File: src/core/ebp_pkg.sv
package ebp_pkg;
    // register indexes; the byte address is four times the index
    localparam logic [3:0] IDX_HIGH_DATA = 4'h0;
    localparam logic [3:0] IDX_HIGH_DIR = 4'h2;
    localparam logic [3:0] IDX_LOW_DATA = 4'h1;
    localparam logic [3:0] IDX_LOW_DIR = 4'h3;
    localparam logic [3:0] IDX_CTRL_DATA = 4'h8;
    localparam logic [3:0] IDX_CTRL_DIR = 4'h9;
    localparam logic [3:0] IDX_MODE_CFG = 4'hc;
    localparam logic [3:0] IDX_STATUS = 4'hd;
    localparam int EXP_REG_COUNT = 16;
    localparam logic [7:0] DIR_RESET = 8'h00;
    localparam logic [7:0] DATA_RESET = 8'h00;
    localparam logic [7:0] MODE_RESET = 8'h00;
    localparam logic [31:0] UNMAPPED_READ = 32'h0000_0000;
    // mode config field positions
    localparam int MODE_EXPANDED_BIT = 0;
    localparam int MODE_NARROW_BIT = 1;
    localparam int MODE_PERIPH_BIT = 2;
    localparam int MODE_FOLLOW_BIT = 3;
    localparam int MODE_EMULATE_BIT = 4;
    // bus cycle length in core clocks
    localparam int BUS_CYCLE_CLKS = 4;
    // pin to accepted input latency of the three stage synchroniser
    localparam int PIN_SYNC_CLKS = 4;

    typedef enum logic [1:0] {
        EBP_ACC_BYTE,
        EBP_ACC_WORD,
        EBP_ACC_MISALIGNED
    } ebp_size_t;
endpackage

File: src/core/ebp_encode.sv
`timescale 1ns/1ps
// ========================================
// bus control encoder
module ebp_encode
    import ebp_pkg::*;
(
    input wire logic [1:0] size_i,
    input wire logic addr0_i,
    input wire logic read_i,
    output logic low_byte_strobe_o,
    output logic a0_o,
    output logic rw_o
);
    // strobe and a0 per access size
    always_comb begin
        rw_o = read_i; // RULE4
        case (size_i)
            EBP_ACC_WORD: begin
                low_byte_strobe_o = 1'b0; // RULE5
                a0_o = 1'b0;
            end
            EBP_ACC_MISALIGNED: begin
                low_byte_strobe_o = 1'b1; // RULE6
                a0_o = 1'b1;
            end
            default: begin
                low_byte_strobe_o = ~addr0_i; // RULE4
                a0_o = addr0_i;
            end
        endcase
    end
endmodule // ebp_encode

File: src/core/ebp_port.sv
// Design decision made here: the APB slave port.
`timescale 1ns/1ps
// Functional notes
// [RULE1] internal paths are 16 bits; external bus is 8 or 16 wide
// [RULE2] every bus cycle shows its size on the low byte strobe
// [RULE3] follow-space narrow bit mixes 8 and 16 bit peripherals in wide mode
// [RULE4] byte access: even gives strobe 1 a0 0, odd strobe 0 a0 1
// [RULE5] aligned word: strobe 0, a0 0, rw 1 read 0 write
// [RULE6] only misaligned internal ram word gives strobe 1 a0 1, bytes swapped; the code does not swap the bytes
// [RULE7] peripheral mode removes the first sixteen expansion registers; the code keeps mode config and status on chip
// [RULE8] expanded modes move high and low port registers off chip
// [RULE9] expanded with emulate bit moves control port registers off chip
// [RULE10] high port pins carry address 15..8, data 15..8, narrow data 7..0
// [RULE11] high port is general io when not addressing; data always accessible
// [RULE12] direction 0 makes the pin an input, 1 an output
// [RULE13] low port carries address 7..0 and data 7..0, narrow address only
// [RULE14] narrow follow space acts as 8 bit bus through high port
// [RULE15] removed registers run as normal external cycles
// [RULE16] high port direction clears on reset
module ebp_port
    import ebp_pkg::*;
(
    input wire logic core_clk_i,
    input wire logic reset_i,
    // apb slave
    input wire logic psel_i,
    input wire logic penable_i,
    input wire logic pwrite_i,
    input wire logic [7:0] paddr_i,
    input wire logic [31:0] pwdata_i,
    output logic [31:0] prdata_o,
    output logic pready_o,
    output logic pslverr_o,
    // cpu external access request
    input wire logic cpu_req_i,
    input wire logic [15:0] cpu_addr_i,
    input wire logic cpu_read_i,
    input wire logic cpu_word_i,
    input wire logic cpu_ram_i,
    input wire logic cpu_follow_i,
    input wire logic [15:0] cpu_wdata_i,
    output logic cpu_done_o,
    output logic [15:0] cpu_rdata_o,
    // pins
    input wire logic [7:0] high_port_pins_i,
    output logic [7:0] high_port_pins_o,
    output logic [7:0] high_port_pins_oe_n_o,
    input wire logic [7:0] low_port_pins_i,
    output logic [7:0] low_port_pins_o,
    output logic [7:0] low_port_pins_oe_n_o,
    output logic low_byte_strobe_o,
    output logic a0_o,
    output logic rw_o,
    output logic bus_active_o
);
    // ========================================
    // registers
    logic [7:0] high_byte_port_data;
    logic [7:0] high_byte_port_direction;
    logic [7:0] low_byte_port_data;
    logic [7:0] low_byte_port_direction;
    logic [7:0] control_port_data;
    logic [7:0] control_port_direction;
    logic [7:0] mode_cfg;
    logic [7:0] high_s1, high_s2, high_s3;
    logic [7:0] high_in;
    logic [7:0] low_s1, low_s2, low_s3;
    logic [7:0] low_in;

    // decode helpers
    function automatic logic [3:0] reg_index(input logic [7:0] addr);
        return addr[5:2];
    endfunction

    function automatic logic reg_offchip(input logic [3:0] idx, input logic [7:0] mode);
        logic exp;
        exp = mode[MODE_EXPANDED_BIT];
        if (mode[MODE_PERIPH_BIT] && {1'b0, idx} < 5'(EXP_REG_COUNT) && idx != IDX_MODE_CFG
            && idx != IDX_STATUS)
            return 1'b1; // RULE7
        if ((exp || mode[MODE_PERIPH_BIT]) && (idx == IDX_HIGH_DATA || idx == IDX_HIGH_DIR
            || idx == IDX_LOW_DATA || idx == IDX_LOW_DIR))
            return 1'b1; // RULE8
        if (exp && mode[MODE_EMULATE_BIT] && (idx == IDX_CTRL_DATA || idx == IDX_CTRL_DIR))
            return 1'b1; // RULE9
        return 1'b0;
    endfunction

    logic expanded, narrow, wide_follow;
    assign expanded = mode_cfg[MODE_EXPANDED_BIT] | mode_cfg[MODE_PERIPH_BIT];
    assign narrow = mode_cfg[MODE_NARROW_BIT];
    // follow bit only matters in expanded wide mode
    assign wide_follow = mode_cfg[MODE_EXPANDED_BIT] & ~narrow & mode_cfg[MODE_FOLLOW_BIT];

    // ========================================
    // pin input synchronisers, three stages
    always_ff @(posedge core_clk_i or posedge reset_i) begin
        if (reset_i) begin
            high_s1 <= DATA_RESET;
            high_s2 <= DATA_RESET;
            high_s3 <= DATA_RESET;
            low_s1 <= DATA_RESET;
            low_s2 <= DATA_RESET;
            low_s3 <= DATA_RESET;
        end else begin
            high_s1 <= high_port_pins_i;
            high_s2 <= high_s1;
            high_s3 <= high_s2;
            low_s1 <= low_port_pins_i;
            low_s2 <= low_s1;
            low_s3 <= low_s2;
        end
    end

    // accept a bit once stages two and three agree
    always_ff @(posedge core_clk_i or posedge reset_i) begin
        if (reset_i) begin
            high_in <= DATA_RESET;
            low_in <= DATA_RESET;
        end else begin
            for (int i = 0; i < 8; i++) begin
                if (high_s2[i] == high_s3[i])
                    high_in[i] <= high_s3[i];
                if (low_s2[i] == low_s3[i])
                    low_in[i] <= low_s3[i];
            end
        end
    end

    // ========================================
    // external bus cycle engine
    typedef enum logic [1:0] {
        EBP_IDLE,
        EBP_ADDR,
        EBP_DATA,
        EBP_DONE
    } ebp_state_t;

    ebp_state_t state;
    logic [2:0] phase_cnt;
    logic [15:0] cyc_addr;
    logic [15:0] cyc_wdata;
    logic cyc_read;
    logic cyc_narrow;
    logic [1:0] cyc_size;
    logic cyc_from_apb;
    logic [15:0] cyc_rdata;
    logic enc_strobe, enc_a0, enc_rw;
    logic apb_pending;

    // apb access to an off-chip register
    logic apb_setup;
    logic apb_off;
    assign apb_setup = psel_i & ~penable_i;
    assign apb_off = reg_offchip(reg_index(paddr_i), mode_cfg);

    ebp_encode u_encode (
        .size_i(cyc_size),
        .addr0_i(cyc_addr[0]),
        .read_i(cyc_read),
        .low_byte_strobe_o(enc_strobe),
        .a0_o(enc_a0),
        .rw_o(enc_rw)
    );

    // cycle sequencer; apb off-chip requests take priority
    always_ff @(posedge core_clk_i or posedge reset_i) begin
        if (reset_i) begin
            state <= EBP_IDLE;
            phase_cnt <= 3'h0;
            cyc_addr <= 16'h0000;
            cyc_wdata <= 16'h0000;
            cyc_read <= 1'b1;
            cyc_narrow <= 1'b0;
            cyc_size <= EBP_ACC_BYTE;
            cyc_from_apb <= 1'b0;
            cyc_rdata <= 16'h0000;
        end else begin
            case (state)
                EBP_IDLE: begin
                    phase_cnt <= 3'h0;
                    if (apb_setup && apb_off) begin
                        cyc_addr <= {8'h00, 2'b00, paddr_i[7:2]}; // RULE15
                        cyc_wdata <= {8'h00, pwdata_i[7:0]};
                        cyc_read <= ~pwrite_i;
                        cyc_size <= EBP_ACC_BYTE; // RULE15
                        cyc_narrow <= narrow;
                        cyc_from_apb <= 1'b1;
                        state <= EBP_ADDR;
                    end else if (cpu_req_i && expanded && !cpu_done_o) begin // req still up at done
                        cyc_addr <= cpu_addr_i;
                        cyc_wdata <= cpu_wdata_i;
                        cyc_read <= cpu_read_i;
                        cyc_from_apb <= 1'b0;
                        // narrow mode or narrow follow space: byte cycles only
                        cyc_narrow <= narrow | (wide_follow & cpu_follow_i); // RULE14 RULE3
                        if (!cpu_word_i || narrow || (wide_follow && cpu_follow_i))
                            cyc_size <= EBP_ACC_BYTE; // RULE2
                        else if (cpu_addr_i[0] && cpu_ram_i)
                            cyc_size <= EBP_ACC_MISALIGNED; // RULE6
                        else
                            cyc_size <= EBP_ACC_WORD; // RULE2 RULE1
                        state <= EBP_ADDR;
                    end
                end
                EBP_ADDR: begin
                    phase_cnt <= phase_cnt + 3'h1;
                    if (phase_cnt == 3'(BUS_CYCLE_CLKS / 2 - 1)) begin
                        phase_cnt <= 3'h0;
                        state <= EBP_DATA;
                    end
                end
                EBP_DATA: begin
                    phase_cnt <= phase_cnt + 3'h1;
                    // hold the data phase until the synchroniser shows the answer
                    if (phase_cnt == 3'(BUS_CYCLE_CLKS / 2 - 1 + PIN_SYNC_CLKS)) begin
                        if (cyc_narrow)
                            cyc_rdata <= {8'h00, high_in}; // RULE10
                        else
                            cyc_rdata <= {high_in, low_in}; // RULE1
                        state <= EBP_DONE;
                    end
                end
                EBP_DONE: begin
                    state <= EBP_IDLE;
                end
                default: state <= EBP_IDLE;
            endcase
        end
    end

    // ========================================
    // register writes
    logic apb_wr_local;
    assign apb_wr_local = psel_i & penable_i & pwrite_i & ~apb_off;

    always_ff @(posedge core_clk_i or posedge reset_i) begin
        if (reset_i) begin
            high_byte_port_data <= DATA_RESET;
            high_byte_port_direction <= DIR_RESET; // RULE16
            low_byte_port_data <= DATA_RESET;
            low_byte_port_direction <= DIR_RESET;
            control_port_data <= DATA_RESET;
            control_port_direction <= DIR_RESET;
            mode_cfg <= MODE_RESET;
        end else if (apb_wr_local) begin
            case (reg_index(paddr_i))
                IDX_HIGH_DATA: high_byte_port_data <= pwdata_i[7:0]; // RULE11
                IDX_HIGH_DIR: high_byte_port_direction <= pwdata_i[7:0];
                IDX_LOW_DATA: low_byte_port_data <= pwdata_i[7:0];
                IDX_LOW_DIR: low_byte_port_direction <= pwdata_i[7:0];
                IDX_CTRL_DATA: control_port_data <= pwdata_i[7:0];
                IDX_CTRL_DIR: control_port_direction <= pwdata_i[7:0];
                IDX_MODE_CFG: mode_cfg <= {3'b000, pwdata_i[4:0]};
                default: ;
            endcase
        end
    end

    // ========================================
    // apb answer: local no wait state, off chip after the bus cycle
    always_ff @(posedge core_clk_i or posedge reset_i) begin
        if (reset_i) begin
            pready_o <= 1'b0;
            pslverr_o <= 1'b0;
            prdata_o <= UNMAPPED_READ;
            apb_pending <= 1'b0;
        end else begin
            pready_o <= 1'b0;
            pslverr_o <= 1'b0;
            if (apb_setup && !apb_off) begin
                pready_o <= 1'b1;
                case (reg_index(paddr_i))
                    IDX_HIGH_DATA: prdata_o <= {24'h00_0000, (high_byte_port_data
                        & high_byte_port_direction) | (high_in & ~high_byte_port_direction)};
                    IDX_HIGH_DIR: prdata_o <= {24'h00_0000, high_byte_port_direction};
                    IDX_LOW_DATA: prdata_o <= {24'h00_0000, (low_byte_port_data
                        & low_byte_port_direction) | (low_in & ~low_byte_port_direction)};
                    IDX_LOW_DIR: prdata_o <= {24'h00_0000, low_byte_port_direction};
                    IDX_CTRL_DATA: prdata_o <= {24'h00_0000, control_port_data};
                    IDX_CTRL_DIR: prdata_o <= {24'h00_0000, control_port_direction};
                    IDX_MODE_CFG: prdata_o <= {24'h00_0000, mode_cfg};
                    IDX_STATUS: prdata_o <= {29'h0000_0000, state != EBP_IDLE,
                        expanded, narrow};
                    default: begin
                        prdata_o <= UNMAPPED_READ;
                        pslverr_o <= 1'b1;
                    end
                endcase
            end else if (apb_setup && apb_off) begin
                apb_pending <= 1'b1;
            end else if (apb_pending && state == EBP_DONE) begin
                apb_pending <= 1'b0;
                pready_o <= 1'b1;
                prdata_o <= {24'h00_0000, cyc_rdata[7:0]};
            end
        end
    end

    // ========================================
    // cpu handshake and pins
    always_ff @(posedge core_clk_i or posedge reset_i) begin
        if (reset_i) begin
            cpu_done_o <= 1'b0;
            cpu_rdata_o <= 16'h0000;
            high_port_pins_o <= DATA_RESET;
            high_port_pins_oe_n_o <= 8'hff;
            low_port_pins_o <= DATA_RESET;
            low_port_pins_oe_n_o <= 8'hff;
            low_byte_strobe_o <= 1'b1;
            a0_o <= 1'b0;
            rw_o <= 1'b1;
            bus_active_o <= 1'b0;
        end else begin
            cpu_done_o <= (state == EBP_DONE) && !cyc_from_apb;
            if (state == EBP_DONE && !cyc_from_apb)
                cpu_rdata_o <= cyc_rdata;
            bus_active_o <= (state == EBP_ADDR) || (state == EBP_DATA);
            if (!expanded) begin
                // general io, direction 1 drives
                high_port_pins_o <= high_byte_port_data; // RULE11
                high_port_pins_oe_n_o <= ~high_byte_port_direction; // RULE12
                low_port_pins_o <= low_byte_port_data;
                low_port_pins_oe_n_o <= ~low_byte_port_direction;
                low_byte_strobe_o <= 1'b1;
                a0_o <= 1'b0;
                rw_o <= 1'b1;
            end else if (state == EBP_ADDR) begin
                high_port_pins_o <= cyc_addr[15:8]; // RULE10
                high_port_pins_oe_n_o <= 8'h00;
                low_port_pins_o <= cyc_addr[7:0]; // RULE13
                low_port_pins_oe_n_o <= 8'h00;
                low_byte_strobe_o <= enc_strobe; // RULE2
                a0_o <= enc_a0;
                rw_o <= enc_rw;
            end else if (state == EBP_DATA) begin
                if (cyc_narrow) begin
                    // narrow: data through high port, low byte if odd, high byte if even
                    high_port_pins_o <= cyc_addr[0] ? cyc_wdata[7:0] : cyc_wdata[15:8]; // RULE14
                    high_port_pins_oe_n_o <= {8{cyc_read}};
                    low_port_pins_oe_n_o <= 8'h00; // RULE13
                end else begin
                    high_port_pins_o <= cyc_wdata[15:8];
                    high_port_pins_oe_n_o <= {8{cyc_read}};
                    low_port_pins_o <= cyc_wdata[7:0];
                    low_port_pins_oe_n_o <= {8{cyc_read}};
                end
            end else begin
                high_port_pins_oe_n_o <= 8'hff;
                low_port_pins_oe_n_o <= 8'hff;
            end
        end
    end

    // ========================================
    // checks
    property p_dir_reset;
        @(posedge core_clk_i) $fell(reset_i) |-> high_byte_port_direction == 8'h00;
    endproperty
    a_dir_reset: assert property (p_dir_reset) else $error("direction not cleared"); // RULE16

    property p_gpio_oe;
        @(posedge core_clk_i) disable iff (reset_i)
        !expanded && $stable(mode_cfg) && $stable(high_byte_port_direction)
        |=> high_port_pins_oe_n_o == ~$past(high_byte_port_direction);
    endproperty
    a_gpio_oe: assert property (p_gpio_oe) else $error("gpio direction wrong"); // RULE12

    property p_word_strobe;
        @(posedge core_clk_i) disable iff (reset_i)
        state == EBP_ADDR && cyc_size == EBP_ACC_WORD && expanded
        |=> !low_byte_strobe_o && !a0_o;
    endproperty
    a_word_strobe: assert property (p_word_strobe) else $error("word strobe wrong"); // RULE5

    property p_byte_strobe;
        @(posedge core_clk_i) disable iff (reset_i)
        state == EBP_ADDR && cyc_size == EBP_ACC_BYTE && expanded
        |=> low_byte_strobe_o == !cyc_addr[0] && a0_o == cyc_addr[0] && rw_o == cyc_read;
    endproperty
    a_byte_strobe: assert property (p_byte_strobe) else $error("byte strobe wrong"); // RULE4

    property p_misaligned;
        @(posedge core_clk_i) disable iff (reset_i)
        state == EBP_IDLE && !(apb_setup && apb_off) && cpu_req_i && expanded
        && cpu_word_i && !narrow && !wide_follow && cpu_addr_i[0] && !cpu_ram_i
        |=> cyc_size != EBP_ACC_MISALIGNED;
    endproperty
    a_misaligned: assert property (p_misaligned) else $error("misaligned not ram"); // RULE6

    property p_addr_out;
        @(posedge core_clk_i) disable iff (reset_i)
        expanded && state == EBP_ADDR |=> high_port_pins_o == cyc_addr[15:8]
        && low_port_pins_o == cyc_addr[7:0];
    endproperty
    a_addr_out: assert property (p_addr_out) else $error("address not on pins"); // RULE10

    property p_offchip_no_write;
        @(posedge core_clk_i) disable iff (reset_i)
        psel_i && penable_i && pwrite_i && expanded && reg_index(paddr_i) == IDX_HIGH_DIR
        |=> $stable(high_byte_port_direction);
    endproperty
    a_offchip_no_write: assert property (p_offchip_no_write) else $error("removed reg written"); // RULE8

    property p_offchip_cycle;
        @(posedge core_clk_i) disable iff (reset_i)
        state == EBP_IDLE && apb_setup && apb_off |=> state == EBP_ADDR ##[1:8] state == EBP_DONE;
    endproperty
    a_offchip_cycle: assert property (p_offchip_cycle) else $error("no external cycle"); // RULE15

endmodule // ebp_port

File: config.mk
export PLATFORM = sky130hd
export DESIGN_NAME = ebp_port
export DESIGN_NICKNAME = d
export VERILOG_FILES = /design/src/core/ebp_pkg.sv /design/src/core/ebp_encode.sv /design/src/core/ebp_port.sv
export SDC_FILE = /design/constraint.sdc
export NUM_CORES = 1
export LEC_CHECK = 0
export ABC_AREA = 0
export BUFFER_PORTS_ARGS = -buffer_cell sky130_fd_sc_hd__buf_2
export CAP_MARGIN = 25
export CORE_MARGIN = 2
export CORE_UTILIZATION = 25
export CTS_CLUSTER_DIAMETER = 30
export CTS_CLUSTER_SIZE = 14
export DETAILED_ROUTE_END_ITERATION = 12
export GPL_TIMING_DRIVEN = 0
export PLACE_DENSITY_LB_ADDON = 0.05
export SYNTH_ARGS = -nofsm -noshare
export SYNTH_HDL_FRONTEND = slang
export SYNTH_SLANG_ARGS = --single-unit
File: constraint.sdc
create_clock -name core_clk_i -period 12.05 [get_ports core_clk_i]
set_input_delay 0.6025 -clock core_clk_i [delete_from_list [all_inputs] [get_ports core_clk_i]]
set_output_delay 0.6025 -clock core_clk_i [all_outputs]
set_load 0.005 [all_outputs]
Word-level counts from Yosys, hierarchy flattened. Cells that the tools add are included.

$add $sub $neg: 1. Equality and inequality tests: 39. Mux-type cells: 69. Bitwise gates (word level): 23. Reductions and logical operators: 46.

Operators by type and width (count): two-way mux 8 bit (16); two-way mux 32 bit (3); two-way mux 16 bit (5); case mux 8 bit (8 select lines) (1); AND 8 bit (4); two-way mux 1 bit (31); AND reduction 2 bit (12); == test 1 bit (16); == test 4 bit (second input constant) (4); two-way mux 2 bit (8); NOT 8 bit (2); OR 8 bit (2); logical AND 1 bit (13); case mux 3 bit (3 select lines) (1); == test 4 x 2 -> 1 bit (second input constant) (2); logical OR 1 bit (8); inequality test 4 bit (second input constant) (2); case mux 2 bit (4 select lines) (1); nonzero test 2 bit (4); OR reduction 8 bit (1); AND 1 bit (7); == test 2 bit (second input constant) (3); inequality test 2 bit (second input constant) (3); NOT 1 bit (6); 17 further kinds (23).

Flip-flop bits (word level): 263. Input port bits: 98. Output and inout bits: 87. Word-level logic and storage cells: 230.

Depth between registers and ports, before layout. Gate-level depths: netlist of the first run.

Depth after elaboration: 16. Gate-level depth with buffers: 8.

By module. A second synthesis of the first run with hierarchy kept.

Cells, all modules: 807. Area, all modules: 10042.1 um2.

Modules (own cells, without submodules): ebp_port (times used 1, cells each 801, area an instance 9994.6 um2, sequential area each 6004.5 um2); ebp_encode (times used 1, cells each 6, area an instance 47.5 um2, sequential area each 0.0 um2).

Least setup slack after synthesis of the first run. No wires, ideal clock.

Path type: input to register. Start: input port paddr_i[3]. End: register high_byte_port_direction[0]. Setup time: 0.125 ns. Data arrival time: 1.967 ns. Path slack: 9.958 ns. Cell stages on the path: 6. Buffers on the path: 1. Path through: nand2b_1 > a311o_1 > and3_1 > buf_2 > nand3_2 > mux2_2.

Word-level cells in the longest chain between the ends: 13.

Ends and longest elaborated chain: start: declaration (RTL line ebp_port.sv:29) `input wire logic [7:0] paddr_i,`; == test 4 x 2 -> 1 bit or logical NOT 4 bit (tied branches) (RTL line ebp_port.sv:81, ebp_port.sv:247); logical OR 1 bit (RTL line ebp_port.sv:81) `if ((exp || mode[MODE_PERIPH_BIT]) && (idx == IDX_HIGH_DATA || idx == IDX_HIGH_DIR`; logical OR 1 bit (2 in series) (RTL line ebp_port.sv:82) `|| idx == IDX_LOW_DATA || idx == IDX_LOW_DIR))`; logical AND 1 bit (RTL line ebp_port.sv:81); two-way mux 1 bit (RTL line ebp_port.sv:81); two-way mux 1 bit (RTL line ebp_port.sv:84) `if (exp && mode[MODE_EMULATE_BIT] && (idx == IDX_CTRL_DATA || idx == IDX_CTRL_DIR))`; two-way mux 1 bit (RTL line ebp_port.sv:86) `return 1'b0;`; two-way mux 1 bit (RTL line ebp_port.sv:84); two-way mux 1 bit (RTL line ebp_port.sv:81); NOT 1 bit (RTL line ebp_port.sv:235) `assign apb_wr_local = psel_i & penable_i & pwrite_i & ~apb_off;`; AND 1 bit (RTL line ebp_port.sv:235); AND reduction 2 bit (no line) *; end signal: assignment (RTL line ebp_port.sv:249) `IDX_HIGH_DIR: high_byte_port_direction <= pwdata_i[7:0];`; end: declaration (RTL line ebp_port.sv:59) `logic [7:0] high_byte_port_direction;`.

Mark *: on every way between the ends. The rest lies on a longest branch, timed or not. The select of a mux whose other input is x is not followed. A chain may end at the register's enable or synchronous reset.

Final worst setup path of the first run.
Start: register state[0]. End: register low_port_pins_oe_n_o[6].

Word-level cells in the longest chain between the ends: 4.

Ends and longest elaborated chain: start: declaration (RTL line ebp_port.sv:139) `ebp_state_t state;`; start signal: assignment (RTL line ebp_port.sv:169) `state <= EBP_IDLE;`; start signal: assignment (RTL line ebp_port.sv:189) `state <= EBP_ADDR;`; start signal: assignment (RTL line ebp_port.sv:203) `state <= EBP_ADDR;`; == test 2 bit (RTL line ebp_port.sv:336) `end else if (state == EBP_DATA) begin`; two-way mux 8 bit (RTL line ebp_port.sv:336); two-way mux 8 bit * (RTL line ebp_port.sv:328) `end else if (state == EBP_ADDR) begin`; two-way mux 8 bit * (RTL line ebp_port.sv:319) `if (!expanded) begin`; end signal: assignment (RTL line ebp_port.sv:324) `low_port_pins_oe_n_o <= ~low_byte_port_direction;`; end signal: assignment (RTL line ebp_port.sv:346) `low_port_pins_oe_n_o <= {8{cyc_read}};`; end: declaration (RTL line ebp_port.sv:50) `output logic [7:0] low_port_pins_oe_n_o,`.

Mark *: on every way between the ends. The rest lies on a longest branch, timed or not.

==> results of run 1 <==
worst max-delay path by stage:
stage                                   endpoint                  from  cells after the start  slack (ns)
2_1_floorplan                   a0_o$_DFFE_PP0P_               reset_i                      1        4.92
3_3_place_gp                 low_s2[2]$_DFF_PP0_               reset_i                      2        1.17
3_5_place_dp           cyc_wdata[11]$_DFFE_PP0P_            paddr_i[3]                      8        9.35
4_1_cts        low_port_pins_oe_n_o[0]$_DFF_PP1_  state[0]$_DFFE_PP0P_                      6        9.57
5_1_grt        low_port_pins_oe_n_o[5]$_DFF_PP1_  state[0]$_DFFE_PP0P_                      6        9.32
6_report       low_port_pins_oe_n_o[6]$_DFF_PP1_  state[0]$_DFFE_PP0P_                      6        9.56
power groups by stage:
| stage | Clock (mW) | Sequential, mW | Combinational (mW) |
|---|---|---|---|
| 6_report | 1.95 | 1.11 | 0.614 |
| 5_1_grt | 2.04 | 1.13 | 0.689 |
| 3_3_place_gp | 0 | 1.12 | 0.620 |
| 2_1_floorplan | 0 | 1.07 | 0.402 |
| 3_5_place_dp | 0 | 1.12 | 0.624 |
| 4_1_cts | 1.99 | 1.11 | 0.629 |
layout make-up:
type                            instances  area, um^2  share of cell area [%]
Sequential cell                       239        6005                   42.81
Multi-Input combinational cell        509        3649                   26.01
Clock buffer                          107        2212                   15.77
Timing Repair Buffer                  134       715.7                   5.102
Tap cell                              525       656.9                   4.683
Buffer                                 64       390.4                   2.783
Clock inverter                         29       350.3                   2.498
Inverter                               11       48.80                  0.3479
sequential cells by signal, summed over array words and instances (netlist names), 16 cells and up:
name         cells
cpu_rdata_o     16
cyc_rdata       16
cyc_wdata       16
cyc_addr        16
metal layers:
metal / vias to the layer above / track usage [%] / part of all wire [%]
met5: - / 0 / 0
met3: 57 / 4.305 / 5.1
li1: 3326 / - / -
met4: 0 / 5.098 / 2.0
met2: 184 / 26.83 / 48
met1: 3548 / 21.88 / 45
cells by family (layout without fill, tap and decap cells):
family          count (synthesis)  count (layout)  synth area share [%]
simple gates                  176             176                 8.848
fa+ha+maj                      23              23                 2.478
buf+inv                        75             345                 4.317
flops                         239             239                 60.06
other cells                     1              24               0.03751
mux                           114             114                 12.64
compound gates                172             172                 11.63
metrics by stage:
step,instance area [um^2],instances
detailed placement,11460,1482
global route,14030,1618
global placement,11400,1480
CTS,14030,1618
floorplan,10080,823
finish,14030,1618
cells in the mapped netlist, drive strengths merged, types with 7 or more instances:
master	number	area [um^2]
o21ai	69	345.3
clkbuf	19	72.56
nor2b	7	43.79
nor2	28	112.6
a21oi	28	143.9
ha	7	87.58
dfrtp	220	5505
inv	11	41.29
mux2	78	878.3
o221a	14	157.7
buf	45	317.8
nand3	14	75.07
maj3	16	160.2
a311oi	11	102.6
nand2b	29	188.9
a22o	20	175.2
mux2i	34	340.3
dfstp	19	499.2
nand2	78	297.8
worst max-delay path, cell delays in order (launching register included):
cell and delay [ns]:
sky130_fd_sc_hd__dfrtp_1 0.41, sky130_fd_sc_hd__inv_1 0.09, sky130_fd_sc_hd__ha_1 0.14, sky130_fd_sc_hd__clkbuf_1 0.47, sky130_fd_sc_hd__inv_1 0.14, sky130_fd_sc_hd__o21ai_0 0.85
sky130_fd_sc_hd__o21ai_0 0.26
==> results_tabular.tex, run 1 <==
\begin{tabular}{lr}
\hline
Metric & Value \\
\hline
\multicolumn{2}{l}{\textbf{Pwr}} \\
Switching power of the nets & 1.002 mW \\
Fraction of power spent switching nets & 27.29\% \\
Total Power & 3.670 mW \\
Pleak & 6.557 nW \\
Clock network fraction of total power & 53.1\% \\
Power density cells & 261.6 nW/um\^{}2 \\
Part of the total power dissipated in sequential elements & 30.2\% \\
Cell-internal power & 2.668 mW \\
Share of total power in combinational logic & 16.7\% \\
Maximum ir drop on the vdd rail & 0.00009422 V \\
\multicolumn{2}{l}{\textbf{Timing}} \\
Clock skew after layout & 0.01919 ns \\
Fmax & 401.4 MHz \\
Transition time at the pin with the least slew margin & 1.037 ns \\
Final min period & 2.491 ns \\
Worst setup slack after layout & 9.559 ns \\
Relative slew slack & 30.15\% \\
Max Transition Viols Final & 0 \\
Unrepaired setup endpoints after global routing & no \\
Final setup TNS & 0 ns \\
Min Hold Slack & 0.07853 ns \\
Number of endpoints with negative hold slack in the final report & 0 \\
Final-report setup violation count & 0 \\
Final worst-path cycle share & 20.68\% \\
\multicolumn{2}{l}{\textbf{Clock tree}} \\
Setup fix buffers added after clock tree synthesis & 0 \\
Register clock-pin slew on the reported worst setup and hold paths & 0.04 ns \\
Clock latency of the later-clocked register in the worst-skew pair & 0.57 ns \\
Number of buffers inserted during clock tree synthesis & 76 \\
TritonCTS clock tree & built \\
Clk sink count & 239 \\
CTS Hold Buffers Added & 0 \\
Post-cts sizing count & 0 \\
CTS Buffer Depth & 3 \\
Clock tree root driver cell & sky130\_fd\_sc\_hd\_\_clkbuf\_16 \\
H-tree Lvls & 3 \\
\multicolumn{2}{l}{\textbf{Worst setup path}} \\
Worst endpoint required time & 12.48 ns \\
Top fanout value on the critical path & 10 \\
FF-to-FF setup slack & 9.56 ns \\
Worst setup path class & flip-flop to flip-flop \\
Startpoint class of the critical path & flip-flop \\
Reg-to-reg critical path startpoint & state[0]\$\_DFFE\_PP0P\_ \\
Critical register-to-register path endpoint & low\_port\_pins\_oe\_n\_o[6]\$\_DFF\_PP1\_ \\
Element type at the critical path end & flip-flop \\
Arrival @ worst endpoint & 2.92 ns \\
Cell depth of the worst flop-to-flop path & 6 \\
\multicolumn{2}{l}{\textbf{Die}} \\
Boundary pin count & 185 \\
Horizontal extent of the die & 204.0 um \\
Effective utilization at floorplan & 25.22\% \\
Floorplan die area & 41610 um\^{}2 \\
Placeable core region & 39640 um\^{}2 \\
Standard-cell rows & 73 \\
Die span in y & 204.0 um \\
\multicolumn{2}{l}{\textbf{Routing}} \\
Number of antenna-violating nets in the routed design & 0 \\
Number of vias per cell after detailed routing & 4.397 \\
Number of vias in the routed layout & 7115 \\
DRC errors left & 0 \\
First drt pass iteration count & 4 \\
Final wirelength & 33670 um \\
Routed len/inst & 20.81 um \\
Starting DRC count in detailed routing & 436 \\
\multicolumn{2}{l}{\textbf{Global routing}} \\
Largest net degree at the start of global routing & 102 \\
Via count of the first global-routing pass & 7728 \\
Tot GR Track Use & 16.63\% \\
Total grt overflow & 0 \\
Global-route wire length before repair & 50560 um \\
Number of antenna violations at the first check in global routing & 0 \\
\multicolumn{2}{l}{\textbf{Finish}} \\
Commonest non-fill, non-tap cells in the layout & 220 x sky130\_fd\_sc\_hd\_\_dfrtp\_1, 140 x sky130\_fd\_sc\_hd\_\_buf\_2, 79 x sky130\_fd\_sc\_hd\_\_clkbuf\_16 \\
Post-route core utilization & 35.39\% \\
Most frequent standard cell in the layout excluding fill and tap cells & sky130\_fd\_sc\_hd\_\_dfrtp\_1 \\
\# nets final & 1140 \\
Antenna fix cells & 0 \\
Area growth syn-to-layout & 40.30\% \\
Share of cells above drive strength 1 & 38.98\% \\
Fillers & 4059 \\
\multicolumn{2}{l}{\textbf{Logic synthesis}} \\
Synthesis warning total & 0 \\
Post-synthesis instance area & 9998 um\^{}2 \\
Main flop type after synthesis & sky130\_fd\_sc\_hd\_\_dfrtp\_1 \\
Synth Instances & 800 \\
Number of enable-type register cells in the synthesized netlist & 0 \\
Post-synthesis cell type count & 63 \\
Synth Register Bits & 239 \\
Mean area per synthesized cell & 12.50 um\^{}2 \\
FFs w/ async S/R, synth & 100.0\% \\
Part of the Yosys area used for sequential elements & 60.06\% \\
\multicolumn{2}{l}{\textbf{Placed design}} \\
Half-perimeter wire length after placement & 24180 um \\
Final weighted congestion of routability-driven global placement & 0.7337 \\
Count of buffers from port buffering & 132 \\
Dpl ws & 9.348 ns \\
\multicolumn{2}{l}{\textbf{Min path}} \\
Hold Path Class & input pin to asynchronous set/reset pin \\
\multicolumn{2}{l}{\textbf{Status}} \\
Outcome & completed \\
\multicolumn{2}{l}{\textbf{Job}} \\
Number of violations of the max-capacitance limit & 0 \\
\hline
\end{tabular}
Note: power is estimated with default switching activity, not from simulation.
==> run 2, diff against run 1 <==
--- a/config.mk
+++ b/config.mk
@@ -5,7 +5,7 @@
 export SDC_FILE = /design/constraint.sdc
 export NUM_CORES = 1
 export LEC_CHECK = 0
-export ABC_AREA = 0
+export ABC_AREA = 1
 export BUFFER_PORTS_ARGS = -buffer_cell sky130_fd_sc_hd__buf_2
 export CAP_MARGIN = 25
 export CORE_MARGIN = 2
==> constraint.sdc (replaced) <==
create_clock -name core_clk_i -period 2.4 [get_ports core_clk_i]
set_input_delay 0.12 -clock core_clk_i [delete_from_list [all_inputs] [get_ports core_clk_i]]
set_output_delay 0.12 -clock core_clk_i [all_outputs]
set_load 0.005 [all_outputs]
==> results_tabular.tex, run 2 <==
\begin{tabular}{lr}
\hline
Metric & Value \\
\hline
\multicolumn{2}{l}{\textbf{Status}} \\
Outcome & completed \\
\multicolumn{2}{l}{\textbf{Routing}} \\
Number of vias per cell after detailed routing & 4.366 \\
Final wirelength & 36650 um \\
Starting DRC count in detailed routing & 436 \\
Routed len/inst & 18.49 um \\
First drt pass iteration count & 5 \\
DRC errors left & 0 \\
Number of vias in the routed layout & 8653 \\
Number of antenna-violating nets in the routed design & 0 \\
\multicolumn{2}{l}{\textbf{Logic synthesis}} \\
Synth Register Bits & 239 \\
Most used standard cells in the synthesized netlist & 337 x sky130\_fd\_sc\_hd\_\_nand2\_1, 220 x sky130\_fd\_sc\_hd\_\_dfrtp\_1, 158 x sky130\_fd\_sc\_hd\_\_o21ai\_0, 72 x sky130\_fd\_sc\_hd\_\_inv\_1, 64 x sky130\_fd\_sc\_hd\_\_nand3\_1 \\
Main combinational cell family by area after synthesis & simple AND/OR/NAND/NOR gates \\
Post-synthesis instance area & 10120 um\^{}2 \\
Post-synthesis cell type count & 39 \\
Synth Instances & 1103 \\
Synthesis warning total & 0 \\
Ranking of synthesized cells by area & sky130\_fd\_sc\_hd\_\_dfrtp\_1 54\%, sky130\_fd\_sc\_hd\_\_nand2\_1 12\%, sky130\_fd\_sc\_hd\_\_o21ai\_0 7.8\% \\
Most instantiated library cell after synthesis & sky130\_fd\_sc\_hd\_\_nand2\_1 \\
Simple-gate portion of the synthesized area & 18.95\% \\
Mean area per synthesized cell & 9.176 um\^{}2 \\
Part of the Yosys area used for sequential elements & 59.33\% \\
Top-area cell type share of the netlist area & 54.39\% \\
FFs w/ async S/R, synth & 100.0\% \\
Adder-cell area share of the yosys netlist & 2.448\% \\
Fraction of synthesized cell area in xor and xnor cells & 0\% \\
Compound-Gate Fraction of Synth Area & 12.63\% \\
Portion of netlist area occupied by mux cells & 0\% \\
Largest area contributor in the synthesized netlist & sky130\_fd\_sc\_hd\_\_dfrtp\_1 \\
Main flop type after synthesis & sky130\_fd\_sc\_hd\_\_dfrtp\_1 \\
Number of enable-type register cells in the synthesized netlist & 0 \\
\multicolumn{2}{l}{\textbf{Finish}} \\
Fillers & 4125 \\
Commonest non-fill, non-tap cells in the layout & 337 x sky130\_fd\_sc\_hd\_\_nand2\_1, 220 x sky130\_fd\_sc\_hd\_\_dfrtp\_1, 158 x sky130\_fd\_sc\_hd\_\_o21ai\_0 \\
Share of cells above drive strength 1 & 23.70\% \\
\# nets final & 1503 \\
Most frequent standard cell in the layout excluding fill and tap cells & sky130\_fd\_sc\_hd\_\_nand2\_1 \\
Area growth syn-to-layout & 46.80\% \\
Final std cells w/o fill & 1982 \\
Post-route core utilization & 37.31\% \\
\multicolumn{2}{l}{\textbf{Clock tree}} \\
Number of buffers inserted during clock tree synthesis & 73 \\
Clk sink count & 239 \\
TritonCTS clock tree & built \\
CTS Buffer Depth & 3 \\
Clock latency of the later-clocked register in the worst-skew pair & 0.58 ns \\
Clock tree root driver cell & sky130\_fd\_sc\_hd\_\_clkbuf\_16 \\
H-tree Lvls & 3 \\
Register clock-pin slew on the reported worst setup and hold paths & 0.04 ns \\
Setup fix buffers added after clock tree synthesis & 0 \\
\multicolumn{2}{l}{\textbf{Timing}} \\
Min Hold Slack & 0.03251 ns \\
Transition time at the pin with the least slew margin & 0.8749 ns \\
Unrepaired setup endpoints after global routing & no \\
Final-report setup violation count & 0 \\
Number of endpoints with negative hold slack in the final report & 0 \\
Fmax & 461.3 MHz \\
Final setup TNS & 0 ns \\
Final worst-path cycle share & 90.33\% \\
Clock skew after layout & 0.02005 ns \\
Max Transition Viols Final & 0 \\
Relative slew slack & 41.46\% \\
Final min period & 2.168 ns \\
\multicolumn{2}{l}{\textbf{Global routing}} \\
Global-route wire length before repair & 54820 um \\
Largest net degree at the start of global routing & 38 \\
Total grt overflow & 0 \\
Tot GR Track Use & 17.76\% \\
Number of antenna violations at the first check in global routing & 0 \\
Via count of the first global-routing pass & 8838 \\
\multicolumn{2}{l}{\textbf{Worst setup path}} \\
Element type at the critical path end & flip-flop \\
Arrival @ worst endpoint & 2.61 ns \\
Worst endpoint required time & 2.84 ns \\
Worst setup path class & flip-flop to flip-flop \\
Top fanout value on the critical path & 10 \\
Startpoint class of the critical path & flip-flop \\
\multicolumn{2}{l}{\textbf{Die}} \\
Effective utilization at floorplan & 25.41\% \\
Standard-cell rows & 73 \\
Die span in y & 205.2 um \\
Floorplan die area & 42110 um\^{}2 \\
Boundary pin count & 185 \\
Horizontal extent of the die & 205.2 um \\
Placeable core region & 39820 um\^{}2 \\
\multicolumn{2}{l}{\textbf{Pwr}} \\
Pleak & 7.182 nW \\
Maximum ir drop on the vdd rail & 0.0005174 V \\
Power density cells & 1254 nW/um\^{}2 \\
\multicolumn{2}{l}{\textbf{Placed design}} \\
Count of buffers from port buffering & 134 \\
Final weighted congestion of routability-driven global placement & 0.7847 \\
\# placed instances & 1792 \\
Half-perimeter wire length after placement & 25870 um \\
\multicolumn{2}{l}{\textbf{Job}} \\
Number of violations of the max-capacitance limit & 0 \\
\multicolumn{2}{l}{\textbf{Min path}} \\
Hold Path Class & input pin to flip-flop \\
\hline
\end{tabular}
## run 2: cell families (layout without fill, tap and decap cells)
group                      after synthesis  in the layout
buffers and inverters                  143            473
DFF                                    239            239
AOI/OAI and AO/OA                      230            230
other                                    1             25
adders and majority gates               23             23
and+or+nand+nor                        467            467
## run 2: metal layers
metal	wire [um]	GRT usage [%]
met5	0	0
met4	792	6.089
met1	17560	24.74
met3	1620	3.833
met2	16670	27.30
## run 2: critical path: stages (launching register included)
cell,delay (ns)
sky130_fd_sc_hd__dfrtp_1,0.31
sky130_fd_sc_hd__clkbuf_1,0.45
sky130_fd_sc_hd__inv_1,0.23
sky130_fd_sc_hd__a21oi_2,0.53
sky130_fd_sc_hd__clkbuf_1,0.36
sky130_fd_sc_hd__o21ai_0,0.15
## run 2: final timing paths
path / startpoint / to / slack (ns) / cells past startpoint
worst max-delay path: cyc_narrow$_DFFE_PP0P_ / low_port_pins_o[5]$_DFFE_PP0P_ / 0.23 / 5
worst min-delay path: cpu_word_i / cyc_size[1]$_DFFE_PP0P_ / 0.03 / 5
worst max register to register: cyc_narrow$_DFFE_PP0P_ / low_port_pins_o[5]$_DFFE_PP0P_ / 0.23 / 5
worst min register to register: high_s1[1]$_DFF_PP0_ / high_s2[1]$_DFF_PP0_ / 0.34 / 0
max in group asynchronous: reset_i / high_port_pins_oe_n_o[2]$_DFF_PP1_ / 0.89 / 7
min in group asynchronous: reset_i / prdata_o[6]$_DFFE_PP0P_ / 0.16 / 3
## run 2: layout make-up
type | count | area, um^2 | area share [%]
Sequential cell | 239 | 6005 | 40.41
Timing Repair Buffer | 197 | 1371 | 9.230
Buffer | 67 | 384.1 | 2.585
Inverter | 76 | 289.0 | 1.945
Clock inverter | 31 | 503.0 | 3.385
Multi-Input combinational cell | 744 | 3538 | 23.81
Tap cell | 525 | 656.9 | 4.421
Clock buffer | 102 | 2108 | 14.19
Antenna cell | 1 | 2.502 | 0.01684
## run 2: repair_timing
item,in CTS,in global routing
endpoints found under the setup margin,0,10
gates resized for setup,0,4
hold buffers,56,0
endpoints found under the hold margin,86,0
## run 2: stage by stage
stage | worst slack, ns | power [mW] | instance area [um^2]
after global placement | -2.778 | 8.539 | 11540
after CTS | 0.1156 | 18.90 | 14850
after detailed placement | 0.1344 | 8.563 | 11680
final | 0.2321 | 18.64 | 14860
after global routing | 0.05158 | 19.61 | 14860
after floorplan | -0.8383 | 7.136 | 10210
## run 2: where the power goes
part | total (mW) | internal, mW | switching (mW)
sequential | 5.55 | 4.94 | 0.610
clock | 10.1 | 7.35 | 2.75
combinational | 2.98 | 1.09 | 1.89
